[src/rtl/blit_pkg.sv]
// Constants, register map and field layout of the blit datapath
//==========================================================================
//==========================================================================
package blit_pkg;

    localparam int          DATA_W       = 16;
    localparam int          ADDR_W       = 4;

    // Register index map
    localparam logic [3:0]  REG_CTRL_A   = 4'h0;
    localparam logic [3:0]  REG_CTRL_B   = 4'h1;
    localparam logic [3:0]  REG_FW_MASK  = 4'h2;
    localparam logic [3:0]  REG_LW_MASK  = 4'h3;
    localparam logic [3:0]  REG_SIZE     = 4'h4;
    localparam logic [3:0]  REG_TEXTURE  = 4'h5;
    localparam logic [3:0]  REG_STATUS   = 4'h6;

    // Field positions
    localparam int          SHIFT_HI     = 15;
    localparam int          SHIFT_LO     = 12;
    localparam int          USE_HI       = 11;
    localparam int          USE_LO       = 8;
    localparam int          DEST_EN_BIT  = 8;
    localparam int          MINTERM_HI   = 7;
    localparam int          MINTERM_LO   = 0;
    localparam int          EFE_BIT      = 4;
    localparam int          IFE_BIT      = 3;
    localparam int          OCTANT_HI    = 4;
    localparam int          OCTANT_LO    = 2;
    localparam int          FCI_BIT      = 2;
    localparam int          DESC_BIT     = 1;
    localparam int          SINGLE_DOT_LINE_BIT     = 1;
    localparam int          LINE_BIT     = 0;
    localparam int          WIDTH_HI     = 5;
    localparam int          WIDTH_LO     = 0;
    localparam int          HEIGHT_HI    = 15;
    localparam int          HEIGHT_LO    = 6;
    localparam int          ZERO_BIT     = 13;
    localparam int          BUSY_BIT     = 14;

    // Reset values
    localparam logic [15:0] CTRL_RST     = 16'h0000;
    localparam logic [15:0] MASK_RST     = 16'hffff;
    localparam logic [15:0] TEXTURE_RST  = 16'hffff;

    typedef enum logic [1:0] {
        ST_IDLE = 2'b00,
        ST_BLIT = 2'b01,
        ST_LINE = 2'b10
    } eng_state_e;

endpackage

[src/rtl/blit_shift_mask_fill_line.sv]
// Blit engine: shifter, masks, minterm logic, area fill, zero flag and line mode
//
// Local design decisions: the plain strobed port and the register offsets.
`timescale 1ns/1ps
module blit_shift_mask_fill_line
    import blit_pkg::*;
#(
    parameter int W = DATA_W
) (
    input  wire logic              sys_clk,        // 50 MHz system clock
    input  wire logic              rst_n,          // Synchronous reset, active low
    input  wire logic [ADDR_W-1:0] reg_addr,       // Register index
    input  wire logic [W-1:0]      reg_wdata,      // Register write data
    input  wire logic              reg_wr,         // Register write strobe
    input  wire logic              reg_rd,         // Register read strobe
    output logic      [W-1:0]      reg_rdata,      // Read data, cycle after strobe
    input  wire logic              src_valid,      // Fetched A/B/C words present
    input  wire logic [W-1:0]      src_a,          // Source A word
    input  wire logic [W-1:0]      src_b,          // Source B word
    input  wire logic [W-1:0]      src_c,          // Source C word
    input  wire logic              line_row_step,  // Row changes with this pixel
    output logic                   src_ready,      // Engine consumes sources
    output logic                   dest_write,     // Destination word write pulse
    output logic      [W-1:0]      dest_data,      // Destination word
    output logic                   descending,     // Address walk goes downward
    output logic      [2:0]        octant_code,    // Line octant code
    output logic                   blit_busy       // Operation in progress
);

    //======================================================================
    // Helpers
    //======================================================================
    function automatic logic [W-1:0] minterm(input logic [7:0] lf, input logic [W-1:0] a,
                                             input logic [W-1:0] b, input logic [W-1:0] c);
        logic [W-1:0] d;
        d = '0;
        for (int i = 0; i < W; i++) begin
            d[i] = lf[{a[i], b[i], c[i]}];
        end
        return d;
    endfunction

    // Barrel shift with bits carried in from the previous word
    function automatic logic [W-1:0] shifter(input logic [W-1:0] cur, input logic [W-1:0] prev,
                                             input logic [3:0] sh, input logic desc);
        logic [2*W-1:0] cat;
        cat = '0;
        if (desc) begin
            cat = {cur, prev} << sh;
            return cat[2*W-1:W];
        end
        cat = {prev, cur} >> sh;
        return cat[W-1:0];
    endfunction

    // Fill runs right to left; returns {carry out, filled word}
    function automatic logic [W:0] fill_word(input logic [W-1:0] d, input logic cin,
                                             input logic excl);
        logic [W-1:0] o;
        logic         st;
        o  = '0;
        st = cin;
        for (int i = 0; i < W; i++) begin
            st   = st ^ d[i];
            o[i] = excl ? st : (st | d[i]);
        end
        return {st, o};
    endfunction

    // Write decode shared by the start pulse and every register
    function automatic logic wr_hit(input logic wr, input logic [ADDR_W-1:0] addr,
                                    input logic [ADDR_W-1:0] idx);
        return wr && (addr == idx);
    endfunction

    //======================================================================
    // Registers
    //======================================================================
    logic [W-1:0] ctrl_a_r;
    logic [W-1:0] ctrl_b_r;
    logic [W-1:0] fw_mask_r;
    logic [W-1:0] lw_mask_r;
    logic [W-1:0] size_r;
    logic [W-1:0] texture_r;
    logic         zero_r;
    logic         start_wr;

    assign start_wr = wr_hit(reg_wr, reg_addr, REG_SIZE);

    always_ff @(posedge sys_clk) begin
        if (!rst_n) begin
            ctrl_a_r  <= CTRL_RST;
        end else if (wr_hit(reg_wr, reg_addr, REG_CTRL_A)) begin
            ctrl_a_r  <= reg_wdata;
        end
    end

    always_ff @(posedge sys_clk) begin
        if (!rst_n) begin
            ctrl_b_r  <= CTRL_RST;
        end else if (wr_hit(reg_wr, reg_addr, REG_CTRL_B)) begin
            ctrl_b_r  <= reg_wdata;
        end
    end

    always_ff @(posedge sys_clk) begin
        if (!rst_n) begin
            fw_mask_r <= MASK_RST;
        end else if (wr_hit(reg_wr, reg_addr, REG_FW_MASK)) begin
            fw_mask_r <= reg_wdata;
        end
    end

    always_ff @(posedge sys_clk) begin
        if (!rst_n) begin
            lw_mask_r <= MASK_RST;
        end else if (wr_hit(reg_wr, reg_addr, REG_LW_MASK)) begin
            lw_mask_r <= reg_wdata;
        end
    end

    always_ff @(posedge sys_clk) begin
        if (!rst_n) begin
            size_r    <= CTRL_RST;
        end else if (start_wr) begin
            size_r    <= reg_wdata;
        end
    end

    always_ff @(posedge sys_clk) begin
        if (!rst_n) begin
            texture_r <= TEXTURE_RST;
        end else if (wr_hit(reg_wr, reg_addr, REG_TEXTURE)) begin
            texture_r <= reg_wdata;
        end
    end

    always_ff @(posedge sys_clk) begin
        if (!rst_n) begin
            reg_rdata <= '0;
        end else if (reg_rd) begin
            case (reg_addr)
                REG_STATUS: begin
                    reg_rdata           <= '0;
                    reg_rdata[ZERO_BIT] <= zero_r;
                    reg_rdata[BUSY_BIT] <= blit_busy;
                end
                default:    reg_rdata <= '0;
            endcase
        end else begin
            reg_rdata <= '0;
        end
    end

    //======================================================================
    // Field decode
    //======================================================================
    logic         line_mode;
    logic [3:0]   shift_a;
    logic [3:0]   shift_b;
    logic [7:0]   lf;
    logic         dest_en;
    logic         fill_incl;
    logic         fill_excl;
    logic         fill_cin;
    logic         single_dot;
    logic [6:0]   width_words;
    logic [10:0]  height_lines;

    assign line_mode    = ctrl_b_r[LINE_BIT];
    assign shift_a      = ctrl_a_r[SHIFT_HI:SHIFT_LO];
    assign shift_b      = ctrl_b_r[SHIFT_HI:SHIFT_LO];
    assign lf           = ctrl_a_r[MINTERM_HI:MINTERM_LO];
    assign dest_en      = ctrl_a_r[DEST_EN_BIT];
    assign fill_incl    = !line_mode && ctrl_b_r[IFE_BIT];
    assign fill_excl    = !line_mode && ctrl_b_r[EFE_BIT];
    assign fill_cin     = ctrl_b_r[FCI_BIT];
    assign single_dot   = line_mode && ctrl_b_r[SINGLE_DOT_LINE_BIT];
    assign descending   = !line_mode && ctrl_b_r[DESC_BIT];
    assign octant_code  = line_mode ? ctrl_b_r[OCTANT_HI:OCTANT_LO] : 3'h0;
    assign width_words  = {size_r[WIDTH_HI:WIDTH_LO] == 6'h00, size_r[WIDTH_HI:WIDTH_LO]};
    assign height_lines = {size_r[HEIGHT_HI:HEIGHT_LO] == 10'h000,
                           size_r[HEIGHT_HI:HEIGHT_LO]};

    //======================================================================
    // Engine control
    //======================================================================
    eng_state_e   state_r;
    logic [6:0]   word_cnt_r;
    logic [10:0]  line_cnt_r;
    logic         step;
    logic         last_word;
    logic         last_line;

    assign blit_busy = (state_r != ST_IDLE);
    assign src_ready = blit_busy;
    assign step      = blit_busy && src_valid;
    assign last_word = (word_cnt_r == width_words - 7'd1);
    assign last_line = (line_cnt_r == height_lines - 11'd1);

    always_ff @(posedge sys_clk) begin
        if (!rst_n) begin
            state_r <= ST_IDLE;
        end else begin
            case (state_r)
                ST_IDLE: begin
                    if (start_wr) begin
                        state_r <= ctrl_b_r[LINE_BIT] ? ST_LINE : ST_BLIT;
                    end
                end
                ST_BLIT: begin
                    if (step && last_word && last_line) begin
                        state_r <= ST_IDLE;
                    end
                end
                ST_LINE: begin
                    // One source word per pixel, so only the pixel count ends it
                    if (step && last_line) begin
                        state_r <= ST_IDLE;
                    end
                end
                default: state_r <= ST_IDLE;
            endcase
        end
    end

    always_ff @(posedge sys_clk) begin
        if (!rst_n || start_wr) begin
            word_cnt_r <= '0;
            line_cnt_r <= '0;
        end else if (step) begin
            if (state_r == ST_LINE || last_word) begin
                word_cnt_r <= '0;
                line_cnt_r <= line_cnt_r + 11'd1;
            end else begin
                word_cnt_r <= word_cnt_r + 7'd1;
            end
        end
    end

    //======================================================================
    // Block transfer datapath
    //======================================================================
    logic [W-1:0] prev_a_r;
    logic [W-1:0] prev_b_r;
    logic         carry_r;
    logic         first_word;
    logic [W-1:0] left_mask;
    logic [W-1:0] right_mask;
    logic [W-1:0] a_masked;
    logic [W-1:0] a_shift;
    logic [W-1:0] b_shift;
    logic [W-1:0] blit_logic;
    logic         line_cin;
    logic [W:0]   filled;
    logic [W-1:0] blit_result;

    assign first_word = (word_cnt_r == 7'd0);
    // Descending walks the line right to left, so its first word is the rightmost
    assign left_mask  = (descending ? last_word : first_word) ? fw_mask_r : '1;
    assign right_mask = (descending ? first_word : last_word) ? lw_mask_r : '1;
    assign a_masked   = src_a & left_mask & right_mask;
    assign a_shift    = shifter(a_masked, first_word ? '0 : prev_a_r, shift_a, descending);
    assign b_shift    = shifter(src_b, first_word ? '0 : prev_b_r, shift_b, descending);
    assign blit_logic = minterm(lf, a_shift, b_shift, src_c);
    assign line_cin   = first_word ? fill_cin : carry_r;
    assign filled     = fill_word(blit_logic, line_cin, fill_excl);
    assign blit_result = (fill_incl || fill_excl) ? filled[W-1:0] : blit_logic;

    always_ff @(posedge sys_clk) begin
        if (!rst_n) begin
            prev_a_r <= '0;
            prev_b_r <= '0;
            carry_r  <= 1'b0;
        end else if (step && state_r == ST_BLIT) begin
            prev_a_r <= a_masked;
            prev_b_r <= src_b;
            carry_r  <= filled[W];
        end
    end

    //======================================================================
    // Line drawing datapath
    //======================================================================
    logic [3:0]   pix_pos_r;
    logic [3:0]   tex_idx_r;
    logic         row_seen_r;
    logic [W-1:0] pix_word;
    logic [W-1:0] tex_word;
    logic [W-1:0] line_result;
    logic         line_plot;

    assign pix_word    = {1'b1, {(W-1){1'b0}}} >> pix_pos_r;
    assign tex_word    = {W{texture_r[4'd15 - tex_idx_r]}};
    // Minterms give regular or inverse video; texture all ones gives solid lines
    assign line_result = minterm(lf, pix_word, tex_word, src_c);
    assign line_plot   = !single_dot || !row_seen_r || line_row_step;

    always_ff @(posedge sys_clk) begin
        if (!rst_n) begin
            pix_pos_r  <= '0;
            tex_idx_r  <= '0;
            row_seen_r <= 1'b0;
        end else if (start_wr) begin
            pix_pos_r  <= shift_a;
            tex_idx_r  <= shift_b;
            row_seen_r <= 1'b0;
        end else if (step && state_r == ST_LINE) begin
            pix_pos_r  <= pix_pos_r + 4'd1;
            tex_idx_r  <= tex_idx_r + 4'd1;
            row_seen_r <= 1'b1;
        end
    end

    //======================================================================
    // Destination and zero flag
    //======================================================================
    logic [W-1:0] result;

    assign result = (state_r == ST_LINE) ? line_result : blit_result;

    always_ff @(posedge sys_clk) begin
        if (!rst_n) begin
            dest_write <= 1'b0;
            dest_data  <= '0;
        end else begin
            dest_write <= step && dest_en && (state_r != ST_LINE || line_plot);
            if (step) begin
                dest_data <= result;
            end
        end
    end

    always_ff @(posedge sys_clk) begin
        if (!rst_n) begin
            zero_r <= 1'b1;
        end else if (start_wr) begin
            zero_r <= 1'b1;
        end else if (step && (result != '0)) begin
            zero_r <= 1'b0;
        end
    end

endmodule

[config.mk]
export PLATFORM = sky130hd
export DESIGN_NAME = blit_shift_mask_fill_line
export DESIGN_NICKNAME = d
export VERILOG_FILES = /design/src/rtl/blit_pkg.sv /design/src/rtl/blit_shift_mask_fill_line.sv
export SDC_FILE = /design/constraint.sdc
export NUM_CORES = 1
export LEC_CHECK = 0
export BUFFER_PORTS_ARGS = -buffer_cell sky130_fd_sc_hd__buf_4
export CELL_PAD_IN_SITES_DETAIL_PLACEMENT = 1
export CELL_PAD_IN_SITES_GLOBAL_PLACEMENT = 2
export CORE_AREA = 2 2 256 258
export CTS_CLUSTER_DIAMETER = 120
export DETAILED_ROUTE_END_ITERATION = 8
export DIE_AREA = 0 0 258 260
export GPL_TIMING_DRIVEN = 0
export PLACE_DENSITY_LB_ADDON = 0.2
export REMOVE_ABC_BUFFERS = 1
export SLEW_MARGIN = 20
export SYNTH_ARGS = -nofsm -noshare
export SYNTH_HDL_FRONTEND = slang
export SYNTH_SLANG_ARGS = --single-unit
[constraint.sdc]
create_clock -name sys_clk -period 29.7 [get_ports sys_clk]
set_input_delay 5.94 -clock sys_clk [delete_from_list [all_inputs] [get_ports sys_clk]]
set_output_delay 5.94 -clock sys_clk [all_outputs]
set_load 0.1 [all_outputs]
==> summary.md <==
| Metric | Value |
|---|---|
| Run status | `finished, final reports clean` |
| Multi-input logic area | `11,700 um^2` |
| Final TNS setup | `0 ns` |
| R2r startpoint | `ctrl_b_r[0]` |
| Max Slew Vio Count | `0` |
| Vias per inst | `5.57` |
| Final wirelength | `72,200 um` |
| Hold Path End | `dest_data[13]` |
| Core ar. | `64,100 um^2` |
| Area of the die | `67,100 um^2` |
| Detailed-route DRC error count | `0` |
| Ys async rst share | `0%` |
| Post-CTS sizing | `0` |
| Final setup margin | `14.79 ns` |
| Die height | `260 um` |
| Slew HR | `26.1%` |
| Leak pwr | `6.56 nW` |
| Hold-critical path depth | `2` |
| Clock root cell | `clkbuf_16` |
| FF/Latch Area | `3380 um^2` |
| R2r worst-path depth | `50` |
| Antenna violations before repair | `1` |
| M1 GR Usage | `27.9%` |
| Most used DFF post-synth | `dfxtp_1` |
| Io pins | `113` |
| Worst VDD drop | `0.0000377 V` |
| Kind of critical path | `in -> reg` |
| DP Worst Slack | `14.46 ns` |
| Ys Warns | `0` |
| Pin count of the biggest net entering global routing | `90` |
| Met2 Use GR | `37.2%` |
| R2R Setup Slk | `17.46 ns` |
| Tot GR Track Use | `21.3%` |
| Vias post-DR | `16,000` |
| Clock sink count | `168` |
| CP max stage delay | `0.65 ns` |
| FILL cells | `7,658` |
| Post-CTS Setup Bufs | `0` |
| Max_cap viols | `0` |
| Unrepaired setup endpoints after global routing | `no` |
| Vias in the first global route | `16,100` |
| WP data required | `30.09 ns` |
| WL/cell | `25.1 um` |
| Slew @ Worst Pin | `1.10 ns` |
| Hold wc startpoint | `dest_data[13]` |
| Post-synthesis sequential area ratio | `21.1%` |
| Unique cell type count in the Yosys netlist | `91` |
| Final count of hold timing violations | `0` |
| Final Skew | `0.0135 ns` |
| Hold Worst Slack | `0.470 ns` |
| Area post-placement | `17,400 um^2` |
| Fin crit share | `50.2%` |
| Mean post-synth cell area | `7.77 um^2` |
| CTS Buffer Depth | `2` |
| Row count | `93` |
| Final Setup Violations | `0` |
| Max stage delay cell, worst path | `o32ai_4` |
| Layout Nets | `2,111` |
| Mapped cell area | `15,900 um^2` |
| Synthesized instance count | `2,049` |
| Placed Instances | `2,843` |
| Met3 global-route usage | `1.68%` |
| PwrDens | `33.5 nW/um^2` |
| CTS tree | `done` |
| First-pass GRT wire length | `108,000 um` |
| Initial DRC Count | `994` |
| Crit path launch type | `input port` |
| Worst EP arrival | `15.30 ns` |
| Crit end category | `register` |
| Hold Crit Class | `reg -> reg` |
| Routability cong. | `0.852` |
| Cts bufs inserted | `17` |
| Chip width | `258 um` |
| H-tree levels | `4` |
| Busiest layer in global routing | `met2` |
| Post-route cell area | `18,100 um^2` |
| Fin cells | `2,877` |
| Grt ovf | `0` |
| FF-to-FF End | `zero_r` |
| Detailed Routing Iterations Pass 1 | `8` |
| Yosys reg bits | `168` |
| Antenna Nets Post-Route | `0` |
| Layout cells sized above 1 | `16.2%` |
| Tmin final | `14.91 ns` |
| Initial core utilization | `24.8%` |
| FMAX | `67.1 MHz` |
| Peak fanout along the critical path | `7` |
| Synth-to-layout area growth | `13.5%` |
| Worst skew pair latency | `0.47 ns` |
| CTS clock-pin slew for the worst setup and hold paths | `0.08 ns` |
| Number of synthesized flops with an enable pin | `0` |
| DP HPWL | `53,900 um` |
| Hold Buf Count CTS | `0` |
| Port bufs | `98` |
[flip-flops by register name, indices dropped and copies added, names as in the netlist]
name        count
dest_data      16
fw_mask_r      16
lw_mask_r      16
prev_a_r       16
prev_b_r       16
size_r         16
texture_r      16
ctrl_a_r       13
line_cnt_r     11
ctrl_b_r        9
word_cnt_r      7
pix_pos_r       4
tex_idx_r       4
reg_rdata       2
state_r         2
carry_r         1
dest_write      1
row_seen_r      1
zero_r          1
[report_power, final]
| group | total (mW) | switching [mW] | internal (mW) |
|---|---|---|---|
| clock network | 0.252 | 0.123 | 0.130 |
| logic | 0.120 | 0.0774 | 0.0425 |
| registers | 0.233 | 0.00569 | 0.228 |
[critical path, delay by kind of cell]
family | cells | cell delay, ns
buf+inv | 17 | 0.91
simple gates | 4 | 0.89
compound gates | 9 | 2.54
mux | 1 | 0.25
fa+ha+maj | 16 | 4.70
[kinds of logic after synthesis]
family	count (synthesis)	synth area share, %
simple gates	815	22.9
fa+ha+maj	29	2.28
other cells	1	0.0236
compound gates	524	22.7
flops	168	21.1
buf+inv	228	6.07
mux	239	22.4
xor+xnor	45	2.48
[per-layer routing]
metal  up-vias  share of wire, %
met5         -             0.022
met2       347                50
met1      8192                45
met3        77               2.7
li1       7414                 -
met4         2               2.3
[cells in the mapped netlist, types with 7 or more instances]
library cell | number | area share (%)
a21o_1 | 11 | 0.52
nand2_1 | 367 | 8.7
dfxtp_1 | 168 | 21
and2_1 | 28 | 1.1
a21oi_1 | 91 | 2.9
nor3b_1 | 13 | 0.61
nor2_1 | 171 | 4.0
a211o_1 | 16 | 0.88
buf_1 | 27 | 0.64
and3_1 | 11 | 0.43
nand3_1 | 95 | 3.0
o31ai_1 | 9 | 0.42
a221oi_1 | 9 | 0.50
nor2b_1 | 22 | 0.86
mux2i_1 | 113 | 7.1
o21a_1 | 10 | 0.47
nand2b_1 | 16 | 0.63
ha_1 | 29 | 2.3
nor4_1 | 9 | 0.35
buf_4 | 15 | 0.71
o22ai_1 | 13 | 0.51
o211a_1 | 12 | 0.75
inv_1 | 36 | 0.85
mux4_2 | 90 | 13
a22oi_1 | 8 | 0.38
clkbuf_1 | 123 | 2.9
a211oi_1 | 35 | 1.7
nor3_1 | 39 | 1.2
nand4_1 | 12 | 0.47
a21boi_0 | 57 | 2.7
xnor2_1 | 22 | 1.2
a311oi_1 | 8 | 0.44
o21ai_0 | 102 | 3.2
a31oi_1 | 38 | 1.5
xor2_1 | 23 | 1.3
o211ai_1 | 25 | 1.2
buf_2 | 19 | 0.60
or2_2 | 7 | 0.28
mux2_2 | 36 | 2.5
[cell type report]
cell class / instances / share of cell area, %
Timing Repair Buffer: 115 / 5.97
Tap cell: 855 / 5.92
Clock inverter: 15 / 1.16
Multi-Input combinational cell: 1666 / 65.0
Sequential cell: 168 / 18.7
Inverter: 40 / 0.859
Clock buffer: 17 / 2.35
Antenna cell: 1 / 0.0138
[worst max-delay path by stage]
stage	slack, ns	endpoint	start
floorplan	15.88	zero_r	src_a[8]
global placement	10.81	zero_r	ctrl_b_r[0]
detailed placement	14.46	zero_r	src_a[10]
CTS	14.89	zero_r	src_a[10]
global route	14.32	zero_r	src_a[10]
finish	14.79	zero_r	src_a[7]
[through the flow]
stage	total power [mW]	utilization, %
6_report	0.605	28.2
5_1_grt	0.629	28.2
4_1_cts	0.612	28.2
3_5_place_dp	0.358	27.2
2_1_floorplan	0.305	-
3_3_place_gp	0.356	26.4
[layout by cell type, fill, tap and decap left out, drive strengths merged, types with 10 or more instances in the layout]
cell type	n
a211o	16
a211oi	37
a21boi	57
a21o	12
a21oi	92
a221oi	11
a31oi	38
and2	28
and3	11
buf	114
clkbuf	18
clkinv	11
conb	14
dfxtp	168
ha	29
inv	42
mux2	36
mux2i	113
mux4	90
nand2	367
nand2b	16
nand3	95
nand4	12
nor2	172
nor2b	22
nor3	39
nor3b	13
nor4	10
o211a	13
o211ai	26
o21a	11
o21ai	105
o22ai	13
o31ai	10
xnor2	22
xor2	23
Power figures use the tool's default switching activity.
